[config.mk]
export PLATFORM = sky130hd
export DESIGN_NAME = lsw_step_wait
export DESIGN_NICKNAME = d
export VERILOG_FILES = /design/src/include/lsw_pkg.sv /design/src/core/lsw_level_filter.sv /design/src/core/lsw_step_wait.sv
export SDC_FILE = /design/constraint.sdc
export NUM_CORES = 1
export LEC_CHECK = 0
export ABC_AREA = 1
export BUFFER_PORTS_ARGS = -buffer_cell sky130_fd_sc_hd__buf_2
export CAP_MARGIN = 20
export CORE_UTILIZATION = 50
export CTS_CLUSTER_SIZE = 12
export DETAILED_ROUTE_END_ITERATION = 12
export PLACE_DENSITY = 0.69
export SETUP_SLACK_MARGIN = 0.02
export SYNTH_ARGS = -nofsm -noshare
export SYNTH_HDL_FRONTEND = slang
export SYNTH_HIERARCHICAL = 1
export SYNTH_SLANG_ARGS = --single-unit
[constraint.sdc]
create_clock -name clk -period 6.2 [get_ports clk]
set_input_delay 0.93 -clock clk [delete_from_list [all_inputs] [get_ports clk]]
set_output_delay 0.93 -clock clk [all_outputs]
set_load 0.05 [all_outputs]
[src/include/lsw_pkg.sv]
// Package for the list step trigger-wait block: modes, error codes, timing
package lsw_pkg;

    // ------------------------------------------------------------------
    // Clock and timing
    // ------------------------------------------------------------------
    localparam int CLK_PERIOD_NS     = 10;
    localparam int HIGH_STABLE_NS    = 400_000;   // 0.4 ms filter
    localparam int LOW_STABLE_NS     = 2_000;     // 2 us filter
    localparam int HIGH_STABLE_CYC   = (HIGH_STABLE_NS + CLK_PERIOD_NS - 1)
                                       / CLK_PERIOD_NS;
    localparam int LOW_STABLE_CYC    = (LOW_STABLE_NS + CLK_PERIOD_NS - 1)
                                       / CLK_PERIOD_NS;
    // Timeout is given in microseconds; 0.00025 s to 0.034 s
    localparam int TIMEOUT_MIN_US    = 250;
    localparam int TIMEOUT_MAX_US    = 34_000;
    localparam int US_CYC            = 1_000 / CLK_PERIOD_NS;
    localparam int TIMEOUT_W         = 16;
    localparam int FILT_W            = 16;
    localparam int VALUE_W           = 16;
    localparam int COUNT_W           = 13;

    // ------------------------------------------------------------------
    // Wait modes and list types
    // ------------------------------------------------------------------
    typedef enum logic [1:0] {
        MODE_HIGH  = 2'h0,
        MODE_LOW   = 2'h1,
        MODE_LEDGE = 2'h2
    } lsw_mode_type;

    typedef enum logic [1:0] {
        LIST_NONE = 2'h0,
        CURRENT_LIST_ENTRY = 2'h1,
        LIST_VOLT = 2'h2
    } lsw_list_type;

    // Error codes as 16-bit two's complement of the negative numbers
    localparam logic [15:0] ERR_NONE       = 16'h0000;
    localparam logic [15:0] ERR_CONFLICT   = 16'hFF23;   // -221
    localparam logic [15:0] ERR_NOT_SAME   = 16'hFF1E;   // -226
    localparam logic [15:0] ERR_UNBALANCED = 16'hFF14;   // -236

    localparam logic [VALUE_W-1:0] OUT_RESET = 16'h0000;

endpackage

[src/core/lsw_level_filter.sv]
// Trigger input level qualifier: a level must stay put before it is believed
`timescale 1ns/100ps
`default_nettype none
module lsw_level_filter #(
    parameter int FILT_W = 16
) (
    input  wire logic              clk,
    input  wire logic              resetn,
    input  wire logic              raw_in,
    input  wire logic [FILT_W-1:0] stable_cycles,
    output logic                   level,
    output logic                   valid
);
    logic              last_raw;
    logic [FILT_W-1:0] run;
    logic              next_last_raw;
    logic [FILT_W-1:0] next_run;
    logic              next_level;
    logic              next_valid;

    // ------------------------------------------------------------------
    // Stability counter
    // ------------------------------------------------------------------
    // Any change restarts the count; open input idles high by the pin
    always_comb begin
        next_last_raw = raw_in;
        next_run      = run;
        next_level    = level;
        next_valid    = valid;
        if (raw_in != last_raw) begin
            next_run   = '0;
            next_valid = 1'b0;
        end else if (run + FILT_W'(1) >= stable_cycles) begin
            next_level = raw_in;
            next_valid = 1'b1;
        end else begin
            next_run = run + FILT_W'(1);
        end
    end

    always_ff @(posedge clk or negedge resetn) begin
        if (!resetn) begin
            last_raw <= 1'b1;
            run      <= '0;
            level    <= 1'b1;
            valid    <= 1'b0;
        end else begin
            last_raw <= next_last_raw;
            run      <= next_run;
            level    <= next_level;
            valid    <= next_valid;
        end
    end
endmodule
`default_nettype wire

[src/core/lsw_step_wait.sv]
// Trigger-wait step advance for the output list sequencer
`timescale 1ns/100ps
`default_nettype none
// Overview of operation
// - Output takes step value at step entry
// - Trigger input high when one or open
// - High mode holds until input high
// - High already, timeout set: skip step
// - High mode: high or timeout, first wins
// - High mode zero timeout waits forever
// - High mode filter 0.4 ms stable
// - Low mode holds; low plus timeout skips
// - Low mode: low or timeout, first wins
// - Low mode zero timeout waits forever
// - Low mode filter 2 us stable
// - Edge mode needs high then low
// - Edge mode: fall or timeout, first wins
// - Edge mode zero timeout waits forever
// - No list type: settings conflict error
// - High/edge unequal counts: not same length
// - Low unequal counts: unbalanced error
// - Timeout 250 us to 34 ms, zero infinite
module lsw_step_wait
    import lsw_pkg::*;
#(
    parameter int HIGH_CYC = lsw_pkg::HIGH_STABLE_CYC,
    parameter int LOW_CYC  = lsw_pkg::LOW_STABLE_CYC,
    parameter int USEC_CYC = lsw_pkg::US_CYC
) (
    input  wire logic                         clk,
    input  wire logic                         resetn,
    input  wire logic                         step_start,
    input  wire lsw_pkg::lsw_mode_type        step_mode,
    input  wire logic [lsw_pkg::VALUE_W-1:0]  step_value,
    input  wire lsw_pkg::lsw_list_type        current_list_entry,
    input  wire logic [lsw_pkg::COUNT_W-1:0]  dwell_count,
    input  wire logic [lsw_pkg::COUNT_W-1:0]  value_count,
    input  wire logic [lsw_pkg::TIMEOUT_W-1:0] timeout_us,
    input  wire logic                         trig_in,
    output logic [lsw_pkg::VALUE_W-1:0]       out_value,
    output logic                              busy,
    output logic                              step_advance,
    output logic                              timed_out,
    output logic                              err_valid,
    output logic [15:0]                       err_code
);
    import lsw_pkg::*;

    typedef enum logic [3:0] {
        ST_IDLE  = 4'b0001,
        ST_SETUP = 4'b0010,
        ST_WAIT  = 4'b0100,
        ST_DONE  = 4'b1000
    } lsw_state_type;

    lsw_state_type            state;
    lsw_state_type            next_state;
    lsw_mode_type             mode;
    lsw_mode_type             next_mode;
    logic [TIMEOUT_W-1:0]     tmo_lim;
    logic [TIMEOUT_W-1:0]     next_tmo_lim;
    logic [TIMEOUT_W-1:0]     us_count;
    logic [TIMEOUT_W-1:0]     next_us_count;
    logic [7:0]               pre;
    logic [7:0]               next_pre;
    logic                     seen_high;
    logic                     next_seen_high;
    logic [VALUE_W-1:0]       next_out_value;
    logic                     next_busy;
    logic                     next_step_advance;
    logic                     next_timed_out;
    logic                     next_err_valid;
    logic [15:0]              next_err_code;
    logic                     hi_level;
    logic                     hi_valid;
    logic                     lo_level;
    logic                     lo_valid;
    logic                     lvl;
    logic                     lvl_ok;
    logic                     tmo_hit;

    // ------------------------------------------------------------------
    // Level qualifiers, one per filter length
    // ------------------------------------------------------------------
    // Two filters run side by side so the mode can change at step entry
    // without waiting for a refilled counter
    lsw_level_filter #(.FILT_W(FILT_W)) u_filt_high (
        .clk           (clk),
        .resetn        (resetn),
        .raw_in        (trig_in),
        .stable_cycles (FILT_W'(HIGH_CYC)),
        .level         (hi_level),
        .valid         (hi_valid)
    );

    lsw_level_filter #(.FILT_W(FILT_W)) u_filt_low (
        .clk           (clk),
        .resetn        (resetn),
        .raw_in        (trig_in),
        .stable_cycles (FILT_W'(LOW_CYC)),
        .level         (lo_level),
        .valid         (lo_valid)
    );

    // Low mode uses the short filter; high and edge modes the long one
    always_comb begin
        lvl    = (mode == MODE_LOW) ? lo_level : hi_level;
        lvl_ok = (mode == MODE_LOW) ? lo_valid : hi_valid;
    end

    // Timeout reached; limit of zero never expires
    assign tmo_hit = (tmo_lim != '0) && (us_count >= tmo_lim);

    // ------------------------------------------------------------------
    // Step sequencing
    // ------------------------------------------------------------------
    always_comb begin
        next_state        = state;
        next_mode         = mode;
        next_tmo_lim      = tmo_lim;
        next_us_count     = us_count;
        next_pre          = pre;
        next_seen_high    = seen_high;
        next_out_value    = out_value;
        next_busy         = busy;
        next_step_advance = 1'b0;
        next_timed_out    = 1'b0;
        next_err_valid    = 1'b0;
        next_err_code     = err_code;
        unique case (state)
            ST_IDLE: begin
                if (step_start) begin
                    if (current_list_entry == LIST_NONE) begin
                        next_err_valid = 1'b1;
                        next_err_code  = ERR_CONFLICT;
                    end else if (dwell_count != value_count) begin
                        next_err_valid = 1'b1;
                        next_err_code  = (step_mode == MODE_LOW)
                                         ? ERR_UNBALANCED
                                         : ERR_NOT_SAME;
                    end else begin
                        next_out_value = step_value;
                        next_mode      = step_mode;
                        // Out-of-range values clamp into 250 us..34 ms
                        if (timeout_us == '0) begin
                            next_tmo_lim = '0;
                        end else if (timeout_us < TIMEOUT_W'(TIMEOUT_MIN_US))
                        begin
                            next_tmo_lim = TIMEOUT_W'(TIMEOUT_MIN_US);
                        end else if (timeout_us > TIMEOUT_W'(TIMEOUT_MAX_US))
                        begin
                            next_tmo_lim = TIMEOUT_W'(TIMEOUT_MAX_US);
                        end else begin
                            next_tmo_lim = timeout_us;
                        end
                        next_us_count  = '0;
                        next_pre       = '0;
                        next_seen_high = 1'b0;
                        next_busy      = 1'b1;
                        next_state     = ST_SETUP;
                    end
                end
            end
            ST_SETUP: begin
                // Input already at target with timeout set: skip at once
                if (lvl_ok && tmo_lim != '0 &&
                    ((mode == MODE_HIGH && lvl) ||
                     (mode == MODE_LOW && !lvl))) begin
                    next_state = ST_DONE;
                end else begin
                    next_state = ST_WAIT;
                end
            end
            ST_WAIT: begin
                // Microsecond prescaler feeds the timeout count
                if (pre == 8'(USEC_CYC - 1)) begin
                    next_pre      = '0;
                    next_us_count = us_count + TIMEOUT_W'(1);
                end else begin
                    next_pre = pre + 8'(1);
                end
                if (lvl_ok && lvl) begin
                    next_seen_high = 1'b1;
                end
                unique case (mode)
                    MODE_HIGH: begin
                        if (lvl_ok && lvl) begin
                            next_state = ST_DONE;
                        end else if (tmo_hit) begin
                            next_timed_out = 1'b1;
                            next_state     = ST_DONE;
                        end
                    end
                    MODE_LOW: begin
                        if (lvl_ok && !lvl) begin
                            next_state = ST_DONE;
                        end else if (tmo_hit) begin
                            next_timed_out = 1'b1;
                            next_state     = ST_DONE;
                        end
                    end
                    default: begin
                        // Falling edge only counts after a qualified high
                        if (seen_high && lvl_ok && !lvl) begin
                            next_state = ST_DONE;
                        end else if (tmo_hit) begin
                            next_timed_out = 1'b1;
                            next_state     = ST_DONE;
                        end
                    end
                endcase
            end
            ST_DONE: begin
                next_step_advance = 1'b1;
                next_busy         = 1'b0;
                next_us_count     = '0;
                next_pre          = '0;
                next_state        = ST_IDLE;
            end
            default: begin
                next_state = ST_IDLE;
                next_busy  = 1'b0;
            end
        endcase
    end

    always_ff @(posedge clk or negedge resetn) begin
        if (!resetn) begin
            state        <= ST_IDLE;
            mode         <= MODE_HIGH;
            tmo_lim      <= '0;
            us_count     <= '0;
            pre          <= '0;
            seen_high    <= 1'b0;
            out_value    <= OUT_RESET;
            busy         <= 1'b0;
            step_advance <= 1'b0;
            timed_out    <= 1'b0;
            err_valid    <= 1'b0;
            err_code     <= ERR_NONE;
        end else begin
            state        <= next_state;
            mode         <= next_mode;
            tmo_lim      <= next_tmo_lim;
            us_count     <= next_us_count;
            pre          <= next_pre;
            seen_high    <= next_seen_high;
            out_value    <= next_out_value;
            busy         <= next_busy;
            step_advance <= next_step_advance;
            timed_out    <= next_timed_out;
            err_valid    <= next_err_valid;
            err_code     <= next_err_code;
        end
    end
endmodule
`default_nettype wire

Word level (Yosys, flattened, before mapping)
Cells that the tools add are included.
W data, S select, Z words.
{"block": "classes", "order_cmp": 5, "add_sub_neg": 4, "mux": 56, "n_eq_ne": 16, "reduce_logical": 30, "bitwise": 4}
{"op": "$mux W16", "n": 13}
{"op": "$add A16 B1 Y16 const B", "n": 3}
{"op": "$pmux W16 S3", "n": 1}
{"op": "$mux W4", "n": 9}
{"op": "$mux W8", "n": 4}
{"op": "$pmux W8 S3", "n": 1}
{"op": "$mux W1", "n": 23}
{"op": "$ge A16 B16 Y1", "n": 1}
{"op": "$ge A16 B16 Y1 const B", "n": 1}
{"op": "$ge A16 B8 Y1 const B", "n": 1}
{"op": "$gt A16 B16 Y1 const B", "n": 1}
{"op": "$logic_not A16 Y1", "n": 1}
{"op": "$lt A16 B8 Y1 const B", "n": 1}
{"op": "$reduce_bool A16 Y1", "n": 1}
{"op": "$ne A13 B13 Y1", "n": 1}
{"op": "$ne A2 B2 Y1 const B", "n": 6}
{"op": "$pmux W4 S3", "n": 1}
{"op": "$reduce_and A4 Y1", "n": 3}
{"op": "$reduce_and A5 Y1", "n": 2}
{"op": "$logic_and A1 B1 Y1", "n": 9}
{"op": "$add A8 B1 Y8 const B", "n": 1}
{"op": "$eq A8 B7 Y1 const B", "n": 1}
{"op": "$pmux W4 S2", "n": 1}
{"op": "$reduce_bool A2 Y1", "n": 4}
{"op": "other kinds (16)", "n": 25}
{"block": "word_totals", "output_inout_bits": 36, "register_bits": 120, "inputBits": 66}

Depth between registers and ports, before layout
Gate-level depths: netlist of the first run.
{"block": "depth", "word_depth": 8, "ltp_mapped": 17, "ltp_nobuf": 17}

By module
The synthesis of the first run kept the hierarchy.
{"module": "lsw_step_wait", "cells_each": 689, "area_each_um2": 4719.5, "seq_area_each_um2": 1803.0, "n_inst": 1}
{"module": "lsw_level_filter", "cells_each": 231, "area_each_um2": 1699.1, "seq_area_each_um2": 478.0, "n_inst": 2}

Least setup slack after synthesis of the first run
No wires, ideal clock.
{"block": "synth_path", "path_kind": "reg2reg", "startpoint": "register u_filt_high.run[0]", "endpoint": "register u_filt_high.run[0]", "path_stages_with_launch": 18, "slack_ps": 3888, "period_less_slack_ps": 2312, "arrival_time_ps": 2194, "setup_time_ps": 118, "path_cell_list": "dfrtp_1 ha_1 nand2_1 nor2_4 nand3_1 xnor2_1 ha_1 nand2_1 inv_2 nand2_1 nand2_1 nor2_1 nand2_1 nand2_2 nand2_4 buf_6 nand3_1 nand2_1"}
{"block": "synth_via", "elab_chain_len": 3, "elab_cells_between_ends": 5, "classes_between": "1 x add/sub; 1 x order compare; 1 x eq/ne; 2 x mux"}
{"item": "from (decl)", "line_no": "lsw_level_filter.sv:15", "text": "logic [FILT_W-1:0] run;"}
{"item": "from (signal assigned)", "line_no": "lsw_level_filter.sv:49", "text": "run <= next_run;"}
{"item": "$add A16 B1 Y16 (*)", "line_no": "lsw_level_filter.sv:33, lsw_level_filter.sv:37"}
{"item": "$ge A16 B16 Y1 or $mux W16 (tied branches)", "line_no": "lsw_level_filter.sv:33", "text": "end else if (run + FILT_W'(1) >= stable_cycles) begin"}
{"item": "$ne A2 B1 Y1 (no source line) or $mux W16 (tied branches)"}
Mark *: on every way between the ends. The rest lies on a longest branch, timed or not. The select of a mux whose other input is x is not followed.
A chain may end at the register's enable or synchronous reset.

Worst setup path after layout of the first run
{"block": "layout_path", "startpoint": "register u_filt_high.run[0]", "endpoint": "register u_filt_high.valid"}
{"block": "layout_via", "elab_chain_len": 3}
{"item": "$add A16 B1 Y16", "line_no": "lsw_level_filter.sv:33"}
{"item": "$ge A16 B16 Y1", "line_no": "lsw_level_filter.sv:33"}
{"item": "$reduce_bool A2 Y1 (no source line)"}
{"item": "to (signal assigned)", "line_no": "lsw_level_filter.sv:51", "text": "valid <= next_valid;"}
{"item": "to (decl)", "line_no": "lsw_level_filter.sv:12", "text": "output logic valid"}
Every way passes these cells.

==> impl_metrics.env, run 1 <==
export IMPL_postSynthAreaPerCell_um2=7.05
export IMPL_grt_pass1_wl_mm=29.7
export IMPL_hp_class="reg2reg"
export IMPL_synth_largest_area_cell="dfrtp_1"
export IMPL_p_leak_uw=0.00499
export IMPL_endpoint_kind="register"
export IMPL_regToRegStartpoint="u_filt_high/run[0]$_DFFE_PN0P_"
export IMPL_place_congestion=0.884
export IMPL_cts_buffers=9
export IMPL_crit_path_frequent_cell="nand2_1"
export IMPL_status="completed"
export IMPL_crit_path_end="u_filt_high/valid$_DFFE_PN0P_"
export IMPL_port_buffers=99
export IMPL_post_route_drc_count=0
export IMPL_syn_to_final_growth_pct=11.8
export IMPL_grt_setup_unrepaired="false"
export IMPL_synth_ff_type="dfrtp_1"
export IMPL_final_max_slew_viol_count=0
export IMPL_dr_pass1_iters=5
export IMPL_r2r_slack_ns=3.41
export IMPL_p_int_uw=1160
export IMPL_worst_pin_slew_ns=0.968
export IMPL_fin_crit_sh_pct=45.1
export IMPL_dieArea_mm2=0.0167
export IMPL_holdWs_ns=0.471
export IMPL_met1_length_mm=8.20
export IMPL_cts_resized=0
export IMPL_holdBufCountCts=0
export IMPL_wl_mm=16.9
export IMPL_crit_family="simple AND/OR/NAND/NOR gates"
export IMPL_path_cells="ha_1 > nand2_1 > nor2_4 > nand3_1 > xnor2_1 > ha_1 > nand2_1 > inv_2 > nand2_1 > nor2_1 > nor2_1 > nand2_1 > nand2_2 > nand2_4 > o21bai_1 > inv_1"
export IMPL_cts_setup_buffers=0
export IMPL_r2r_end="u_filt_high/valid$_DFFE_PN0P_"
export IMPL_insertion_delay_ns=0.35
export IMPL_reg2reg_depth=16
export IMPL_power_density_mw_per_mm2=173
export IMPL_grt_overflow=0
export IMPL_vias=7260
export IMPL_cts_tree="yes"
export IMPL_critPathKind="reg2reg"
export IMPL_setup_viol=0
export IMPL_dr_wl_met2_mm=7.58
export IMPL_slowest_delay_ns=0.48
export IMPL_final_setup_skew_ns=0.00861
export IMPL_cts_path_max_buffers=2
export IMPL_worstPathArrival_ns=3.03
export IMPL_grt_max_degree=70
export IMPL_dr_max_layer_used="met5"
export IMPL_cap_violations=0
export IMPL_wl_per_cell_um=11.5
export IMPL_slew_headroom_pct=35.4
export IMPL_drtIter0Drc=359
export IMPL_cts_htree_levels=3
export IMPL_period_minus_slack_ns=2.79
export IMPL_crit_path_top_delay_cell="dfrtp_1"
export IMPL_ir_drop_mv=0.119
export IMPL_nets=1374
export IMPL_start_util_pct=51.1
export IMPL_drive_above_1_share_pct=14.6
export IMPL_ys_ff_latch=110
export IMPL_gr_usage_all_layers_pct=21.8
export IMPL_critPathMaxFanout=19
export IMPL_clkPwrFrac_pct=39.7
export IMPL_pre_cts_ws_ns=3.35
export IMPL_fmax_ghz=0.358
export IMPL_antenna_found_initial=2
export IMPL_synth_edf_count=0
export IMPL_pwr_share_comb_pct=12.7
export IMPL_die_y_um=129
export IMPL_dp_hpwl_mm=12.6
export IMPL_core_area_mm2=0.0159
export IMPL_io_pins=102
export IMPL_fin_tns_setup_ns=0
export IMPL_netlist_area_mm2=0.00812
export IMPL_drt_vias_per_instance=4.92
export IMPL_path_buf_inv=2
export IMPL_rows=46
export IMPL_synth_distinct_cells=39
export IMPL_antennaDiodeCount=0
export IMPL_grt_pass1_vias=6720
export IMPL_async_reset_ff_share_pct=100
export IMPL_swShare_pct=25.8
export IMPL_wl_met3_um=887
export IMPL_clkTransAtPathRegs_ns=0.07
export IMPL_required_ns=6.44
export IMPL_synth_top_cell_area_share_pct=32.4
export IMPL_synth_area_top_cells="dfrtp_1, nand2_1, ha_1"
export IMPL_detail_route_antenna_nets=0
export IMPL_startpoint_type="register"
export IMPL_clockRootBuffer="clkbuf_16"
export IMPL_worst_slack_ns=3.41
export IMPL_clock_sinks=110
export IMPL_critical_path_cell_count=16
export IMPL_ys_seq_area_share_pct=34.0
export IMPL_postSynthCellCount=1151
export IMPL_dieWidth_um=129
export IMPL_power_switching_uw=404
export IMPL_final_hold_violation_count=0
export IMPL_ys_warnings_count=6
export IMPL_power_frac_seq_pct=47.6
export IMPL_critical_path_startpoint="u_filt_high/run[0]$_DFFE_PN0P_"
export IMPL_holdPathStages=2
export IMPL_fin_util_pct=57.1
==> how the worst min path moves through the flow <==
stage                                             start                             to  slack [ns]
after global placement         out_value[3]$_DFFE_PN0P_       out_value[3]$_DFFE_PN0P_        0.46
final                          out_value[9]$_DFFE_PN0P_       out_value[9]$_DFFE_PN0P_        0.47
after CTS                      out_value[9]$_DFFE_PN0P_       out_value[9]$_DFFE_PN0P_        0.48
after global routing           out_value[0]$_DFFE_PN0P_       out_value[0]$_DFFE_PN0P_        0.49
after detailed placement       out_value[9]$_DFFE_PN0P_       out_value[9]$_DFFE_PN0P_        0.46
after floorplan           u_filt_high/level$_DFFE_PN1P_  u_filt_high/level$_DFFE_PN1P_        0.45
==> layout by cell type (no fill, tap or decap), types with 2 or more instances in the layout <==
cell type	instances
a21oi_1	19
buf_2	98
buf_4	2
bufinv_16	2
clkbuf_1	3
clkbuf_16	9
conb_1	34
dfrtp_1	105
dfstp_2	5
ha_1	52
inv_1	156
inv_2	6
nand2_1	390
nand2_2	18
nand2_4	2
nand3_1	80
nand3_2	4
nand3_4	2
nand3b_1	2
nand4_1	77
nor2_1	86
nor2_2	5
nor2_4	16
nor3_1	5
nor4_1	5
o21ai_0	13
o21ai_1	14
o21bai_1	8
or2_1	2
or2_2	4
xnor2_1	11
xnor2_2	2
xor2_1	13
xor2_2	4
==> area by class of cell <==
class	count	area (um2)
clock buffers	13	250
clock inverters	3	68.8
fillers	1528	6810
inverters	163	614
multi-input cells	872	4610
flip-flops and latches	110	2760
well taps	216	270
repair buffers	100	505
==> sequential cells by signal, indices dropped and copies added, names as in the netlist, 2 cells and up <==
signal,cells
out_value,16
tmo_lim,16
u_filt_high/run,16
u_filt_low/run,16
us_count,16
pre,8
err_code,5
state,4
mode,2
==> metal layers <==
layer / GRT usage (%) / vias up
met5: 0 / -
met1: 28.8 / 3211
met3: 2.93 / 21
met2: 37.7 / 185
met4: 5.88 / 4
li1: - / 3839
==> cells by family after synthesis <==
family / Yosys count / share of synthesized area (%)
compound gates: 56 / 3.78
flops: 110 / 34.0
other cells: 2 / 0.0925
simple gates: 700 / 39.6
buf+inv: 201 / 10.7
fa+ha+maj: 52 / 8.01
xor+xnor: 30 / 3.79
==> Yosys cell counts (14+ instances only) <==
cell type and count:
nand2_1 390, inv_1 156, dfrtp_1 105, nor2_1 86
nand3_1 80, nand4_1 77, ha_1 52, a21oi_1 19
nand2_2 18, nor2_4 16, buf_4 14, o21ai_1 14
==> stage by stage <==
step,power (uW),instances,instance area [um2]
floorplan,896,1183,8240
global placement,958,1461,8760
detailed placement,961,1461,8760
CTS,1590,1477,9080
global route,1650,1477,9080
finish,1570,1477,9080
==> power by group through the flow <==
stage	Sequential, uW	Combinational, uW	Clock, uW
2_1_floorplan	772	124	0
5_1_grt	749	231	667
3_3_place_gp	760	198	0
6_report	747	199	623
4_1_cts	747	201	643
3_5_place_dp	761	200	0
==> worst min-delay path, delay by kind of cell, from the launching register on <==
family        cells  cell delay, ns
simple gates      2            0.10
flops             1            0.34
(Power assumes the default switching activity.)
==> run 2, diff against run 1 <==
PLACE_DENSITY = 0.72   (was 0.69)
clock period = 2.38 ns   (was 6.2 ns; I/O delays follow)
==> impl_metrics.env, run 2 (synthesis gave the netlist of run 1 again) <==
export IMPL_insertion_delay_ns=0.37
export IMPL_grt_pass1_wl_mm=31.6
export IMPL_drt_vias_per_instance=4.99
export IMPL_p_total_uw=4130
export IMPL_post_route_drc_count=0
export IMPL_clkTransAtPathRegs_ns=0.08
export IMPL_power_density_mw_per_mm2=422
export IMPL_fin_cells=1535
export IMPL_vias=7653
export IMPL_required_ns=2.64
export IMPL_fin_tns_setup_ns=-0.461
export IMPL_setup_viol=17
export IMPL_drtIter0Drc=407
export IMPL_io_pins=102
export IMPL_cts_tree="yes"
export IMPL_place_congestion=0.867
export IMPL_endpoint_kind="register"
export IMPL_crit_path_frequent_cell="nand2_1"
export IMPL_wl_per_cell_um=12.1
export IMPL_violations="setup timing"
export IMPL_crit_family="simple AND/OR/NAND/NOR gates"
export IMPL_startpoint_type="register"
export IMPL_dr_pass1_iters=5
export IMPL_nets=1432
export IMPL_path_cells="ha_2 > nand2_2 > nor2_4 > buf_6 > nand3_4 > xnor2_2 > ha_1 > nand2_1 > inv_1 > nand2_1 > a21oi_2 > nor2_4 > buf_12 > buf_6 > nand4_1 > nand2_1"
export IMPL_clockRootBuffer="clkbuf_16"
export IMPL_port_buffers=99
export IMPL_fmax_ghz=0.409
export IMPL_grt_setup_unrepaired="true"
export IMPL_syn_to_final_growth_pct=20.6
export IMPL_final_max_slew_viol_count=0
export IMPL_wl_mm=18.5
export IMPL_pre_cts_ws_ns=-0.0712
export IMPL_mostFrequentLayoutCells="nand2_1, inv_1, dfrtp_1"
export IMPL_status="finished, violations left"
export IMPL_critPathKind="reg2reg"
export IMPL_core_area_mm2=0.0159
export IMPL_final_setup_skew_ns=0.00806
export IMPL_dp_hpwl_mm=13.5
export IMPL_ir_drop_mv=0.385
export IMPL_die_y_um=129
export IMPL_cts_path_max_buffers=2
export IMPL_drive_above_1_share_pct=20.5
export IMPL_clock_sinks=110
export IMPL_path_buf_inv=4
export IMPL_slowest_delay_ns=0.39
export IMPL_cts_htree_levels=3
export IMPL_rows=46
export IMPL_antenna_found_initial=1
export IMPL_placed_area_mm2=0.00904
export IMPL_cts_buffers=9
export IMPL_hp_class="in2reg"
export IMPL_p_leak_uw=0.00536
export IMPL_dieArea_mm2=0.0167
export IMPL_antennaDiodeCount=0
export IMPL_worstPathArrival_ns=2.70
export IMPL_worst_pin_slew_ns=0.569
export IMPL_grt_pass1_vias=7111
export IMPL_detail_route_antenna_nets=0
export IMPL_slew_headroom_pct=61.7
export IMPL_post_place_cells=1495
export IMPL_worst_slack_ns=-0.0631
export IMPL_start_util_pct=51.1
export IMPL_finalInstanceArea_mm2=0.00979
export IMPL_fin_crit_sh_pct=103
export IMPL_grt_max_degree=42
export IMPL_grt_overflow=0
export IMPL_crit_path_top_delay_cell="dfrtp_1"
export IMPL_critPathMaxFanout=5
export IMPL_cap_violations=0
export IMPL_dieWidth_um=129
export IMPL_period_minus_slack_ns=2.44
export IMPL_layout_commonest_cell="nand2_1"
export IMPL_final_hold_violation_count=0
export IMPL_gr_usage_all_layers_pct=23.5
## run 2: cell count changes in the layout (fill, tap and decap cells not counted), moves of 4 or more
cell     delta
nor2_2      +4
nor2_1      -4
inv_1       -4
inv_2       +4
buf_6      +10
nand2_1     -4
buf_12      +4
ha_1        -5
buf_4      +38
## run 2: layout make-up
cell class / count / area [um2]
timing repair buffer: 155 / 1030
clock buffer: 10 / 239
tap: 216 / 270
inverter: 163 / 614
multi-input combinational: 875 / 4800
clock inverter: 6 / 70.1
sequential: 110 / 2760
fill: 1447 / 6100
## run 2: final timing paths
path	startpoint	to	slack [ns]	cells past startpoint
min in group asynchronous	resetn	pre[7]$_DFFE_PN0P_	0.50	2
max	u_filt_low/run[1]$_DFFE_PN0P_	u_filt_low/run[9]$_DFFE_PN0P_	-0.06	16
max in group asynchronous	resetn	u_filt_high/last_raw$_DFF_PN1_	1.24	3
min reg2reg	out_value[11]$_DFFE_PN0P_	out_value[11]$_DFFE_PN0P_	0.47	2
max reg2reg	u_filt_low/run[1]$_DFFE_PN0P_	u_filt_low/run[9]$_DFFE_PN0P_	-0.06	16
min	trig_in	u_filt_low/last_raw$_DFF_PN1_	0.16	1
## run 2: routing by layer
layer | up-vias | global-route usage (%) | wire, um
li1 | 3955 | - | -
met1 | 3449 | 29.1 | 8330
met2 | 207 | 41.3 | 8860
met3 | 40 | 4.38 | 932
met4 | 2 | 7.80 | 383
met5 | - | 0 | 8
## run 2: per-stage QoR
| stage | util [%] | hold WS (ns) |
|---|---|---|
| floorplan | - | 0.0614 |
| global placement | 56.9 | 0.360 |
| detailed placement | 56.9 | 0.364 |
| CTS | 60.0 | 0.149 |
| global route | 61.6 | 0.148 |
| finish | 61.6 | 0.157 |
## run 2: worst reg2reg max path: stages, from the launching register on
cell and delay, ns:
dfrtp_1 0.39, ha_2 0.20, nand2_2 0.06, nor2_4 0.16, buf_6 0.13, nand3_4 0.08
xnor2_2 0.16, ha_1 0.27, nand2_1 0.04, inv_1 0.06, nand2_1 0.07, a21oi_2 0.20
nor2_4 0.06, buf_12 0.14, buf_6 0.13, nand4_1 0.11, nand2_1 0.06
## run 2: power by group
part / internal, uW / switching (uW)
combinational: 223 / 383
sequential: 1910 / 33.3
clock: 853 / 733
total: 2980 / 1150
## run 2: what timing repair did
action,in CTS,in global routing
endpoints found under the setup margin,19,36
gates resized for setup,16,28
hold endpoints to repair,33,0
hold buffers,1,0
pin swaps,9,22
cloned,2,3
setup buffers,9,9
==> run 3, diff against run 2 <==
CORE_UTILIZATION = 40   (was 50)
PLACE_DENSITY = 0.6   (was 0.72)
==> impl_metrics.env, run 3 (synthesis gave the netlist of run 1 again) <==
export IMPL_final_hold_violation_count=0
export IMPL_worstPathArrival_ns=2.70
export IMPL_dp_hpwl_mm=13.7
export IMPL_multiInputGateArea_mm2=0.00476
export IMPL_setup_viol=4
export IMPL_gr_usage_all_layers_pct=18.7
export IMPL_fin_crit_sh_pct=101
export IMPL_antenna_found_initial=0
export IMPL_place_congestion=0.822
export IMPL_hp_class="in2async"
export IMPL_cap_violations=0
export IMPL_antennaDiodeCount=0
export IMPL_power_density_mw_per_mm2=422
export IMPL_grt_pass1_wl_mm=31.4
export IMPL_cts_tree="yes"
export IMPL_drtIter0Drc=352
export IMPL_grt_max_degree=111
export IMPL_period_minus_slack_ns=2.40
export IMPL_cts_path_max_buffers=2
export IMPL_syn_to_final_growth_pct=17.6
export IMPL_mostFrequentLayoutCells="nand2_1, inv_1, dfrtp_1"
export IMPL_grt_overflow=0
export IMPL_drive_above_1_share_pct=18.8
export IMPL_violations="setup timing"
export IMPL_worst_pin_slew_ns=0.622
export IMPL_fin_cells=1561
export IMPL_io_pins=102
export IMPL_clockRootBuffer="clkbuf_16"
export IMPL_startpoint_type="register"
export IMPL_nets=1409
export IMPL_p_total_uw=4030
export IMPL_final_setup_skew_ns=0.0108
export IMPL_insertion_delay_ns=0.37
export IMPL_start_util_pct=41.3
export IMPL_final_max_slew_viol_count=0
export IMPL_register_area_mm2=0.00276
export IMPL_die_y_um=144
export IMPL_clkTransAtPathRegs_ns=0.08
export IMPL_dr_pass1_iters=5
export IMPL_cts_buffers=9
export IMPL_r2r_end="u_filt_low/run[1]$_DFFE_PN0P_"
export IMPL_endpoint_kind="register"
export IMPL_r2r_slack_ns=-0.02
export IMPL_fmax_ghz=0.416
export IMPL_clock_sinks=110
export IMPL_holdBufCountCts=0
export IMPL_critPathKind="reg2reg"
export IMPL_regToRegStartpoint="u_filt_low/run[0]$_DFFE_PN0P_"
export IMPL_layout_commonest_cell="nand2_1"
export IMPL_vias=7365
export IMPL_detail_route_antenna_nets=0
export IMPL_slew_headroom_pct=58.6
export IMPL_grt_setup_unrepaired="true"
export IMPL_port_buffers=99
export IMPL_dieWidth_um=144
export IMPL_holdWs_ns=0.0339
export IMPL_grt_pass1_vias=6751
export IMPL_fillers=2058
export IMPL_post_place_cells=1535
export IMPL_p_leak_uw=0.00520
export IMPL_worst_slack_ns=-0.0216
export IMPL_wl_per_cell_um=12.0
export IMPL_drt_vias_per_instance=4.72
export IMPL_wl_mm=18.7
export IMPL_cts_htree_levels=3
export IMPL_core_area_mm2=0.0197
export IMPL_status="finished, violations left"
export IMPL_critPathMaxFanout=4
export IMPL_fin_util_pct=48.6
export IMPL_rows=51
export IMPL_post_route_drc_count=0
export IMPL_ir_drop_mv=0.313
export IMPL_dieArea_mm2=0.0209
export IMPL_required_ns=2.68
export IMPL_reg2reg_depth=13
==> run 3: changes by cell type in the layout (fill, tap and decap cells not counted), moves of 3 or more <==
cell / delta
inv_2: -4
buf_12: -3
buf_4: -13
inv_6: +4
dfrtp_2: +4
inv_1: +4
dfrtp_1: -4
buf_6: -3
==> run 3: critical path: stages, from the launching register on <==
cell and delay [ns]:
dfrtp_1 0.38, buf_4 0.14, inv_2 0.05, nor2_4 0.14, nand2_2 0.10, nor2_4 0.12, xor2_2 0.18, ha_1 0.28
a21oi_1 0.16, o21ai_1 0.12, nor2_4 0.25, buf_2 0.21, nand4_1 0.11, nand2_1 0.09
==> run 3: layout make-up <==
type,instances,area share [%]
flip-flops and latches,110,28.9
repair buffers,134,8.35
clock inverters,7,0.642
inverters,163,6.43
clock buffers,9,2.36
well taps,265,3.47
multi-input cells,873,49.8
==> run 3: per-layer routing <==
metal	routed length [um]	GRT usage (%)
met1	8970	25.1
met2	8770	31.5
met3	905	3.71
met4	91	2.99
met5	0	0
==> run 3: how the worst max path moves through the flow <==
stage | start | to | slack, ns | cells past startpoint
floorplan | u_filt_high/run[0]$_DFFE_PN0P_ | u_filt_high/run[0]$_DFFE_PN0P_ | 0.07 | 17
global placement | u_filt_high/run[1]$_DFFE_PN0P_ | u_filt_high/valid$_DFFE_PN0P_ | 0.06 | 16
detailed placement | u_filt_high/run[1]$_DFFE_PN0P_ | u_filt_high/valid$_DFFE_PN0P_ | 0.03 | 16
CTS | u_filt_high/run[0]$_DFFE_PN0P_ | u_filt_high/valid$_DFFE_PN0P_ | 0.03 | 16
global route | u_filt_low/run[1]$_DFFE_PN0P_ | u_filt_low/valid$_DFFE_PN0P_ | -0.17 | 16
finish | u_filt_low/run[0]$_DFFE_PN0P_ | u_filt_low/run[1]$_DFFE_PN0P_ | -0.02 | 13
==> run 3: stage by stage <==
step | TNS (ns) | setup WS [ns] | instance area [um2]
finish | -0.0378 | -0.0216 | 9550
global route | -4.38 | -0.172 | 9550
CTS | 0 | 0.0258 | 9340
detailed placement | 0 | 0.0270 | 9020
global placement | 0 | 0.0595 | 9020
floorplan | 0 | 0.0679 | 8240
==> run 3: repair_timing <==
action / CTS / global route
buffers inserted: 3 / 4
pin swaps: 1 / 26
resized for setup: 2 / 35
endpoints found under the setup margin: 1 / 36
cloned: 0 / 3
==> run 3: power breakdown <==
part / leakage [uW] / internal (uW) / switching (uW)
Sequential: 0.00144 / 1910 / 34.5
Combinational: 0.00363 / 203 / 378
Clock: 0.000135 / 735 / 776
Total: 0.00520 / 2840 / 1190
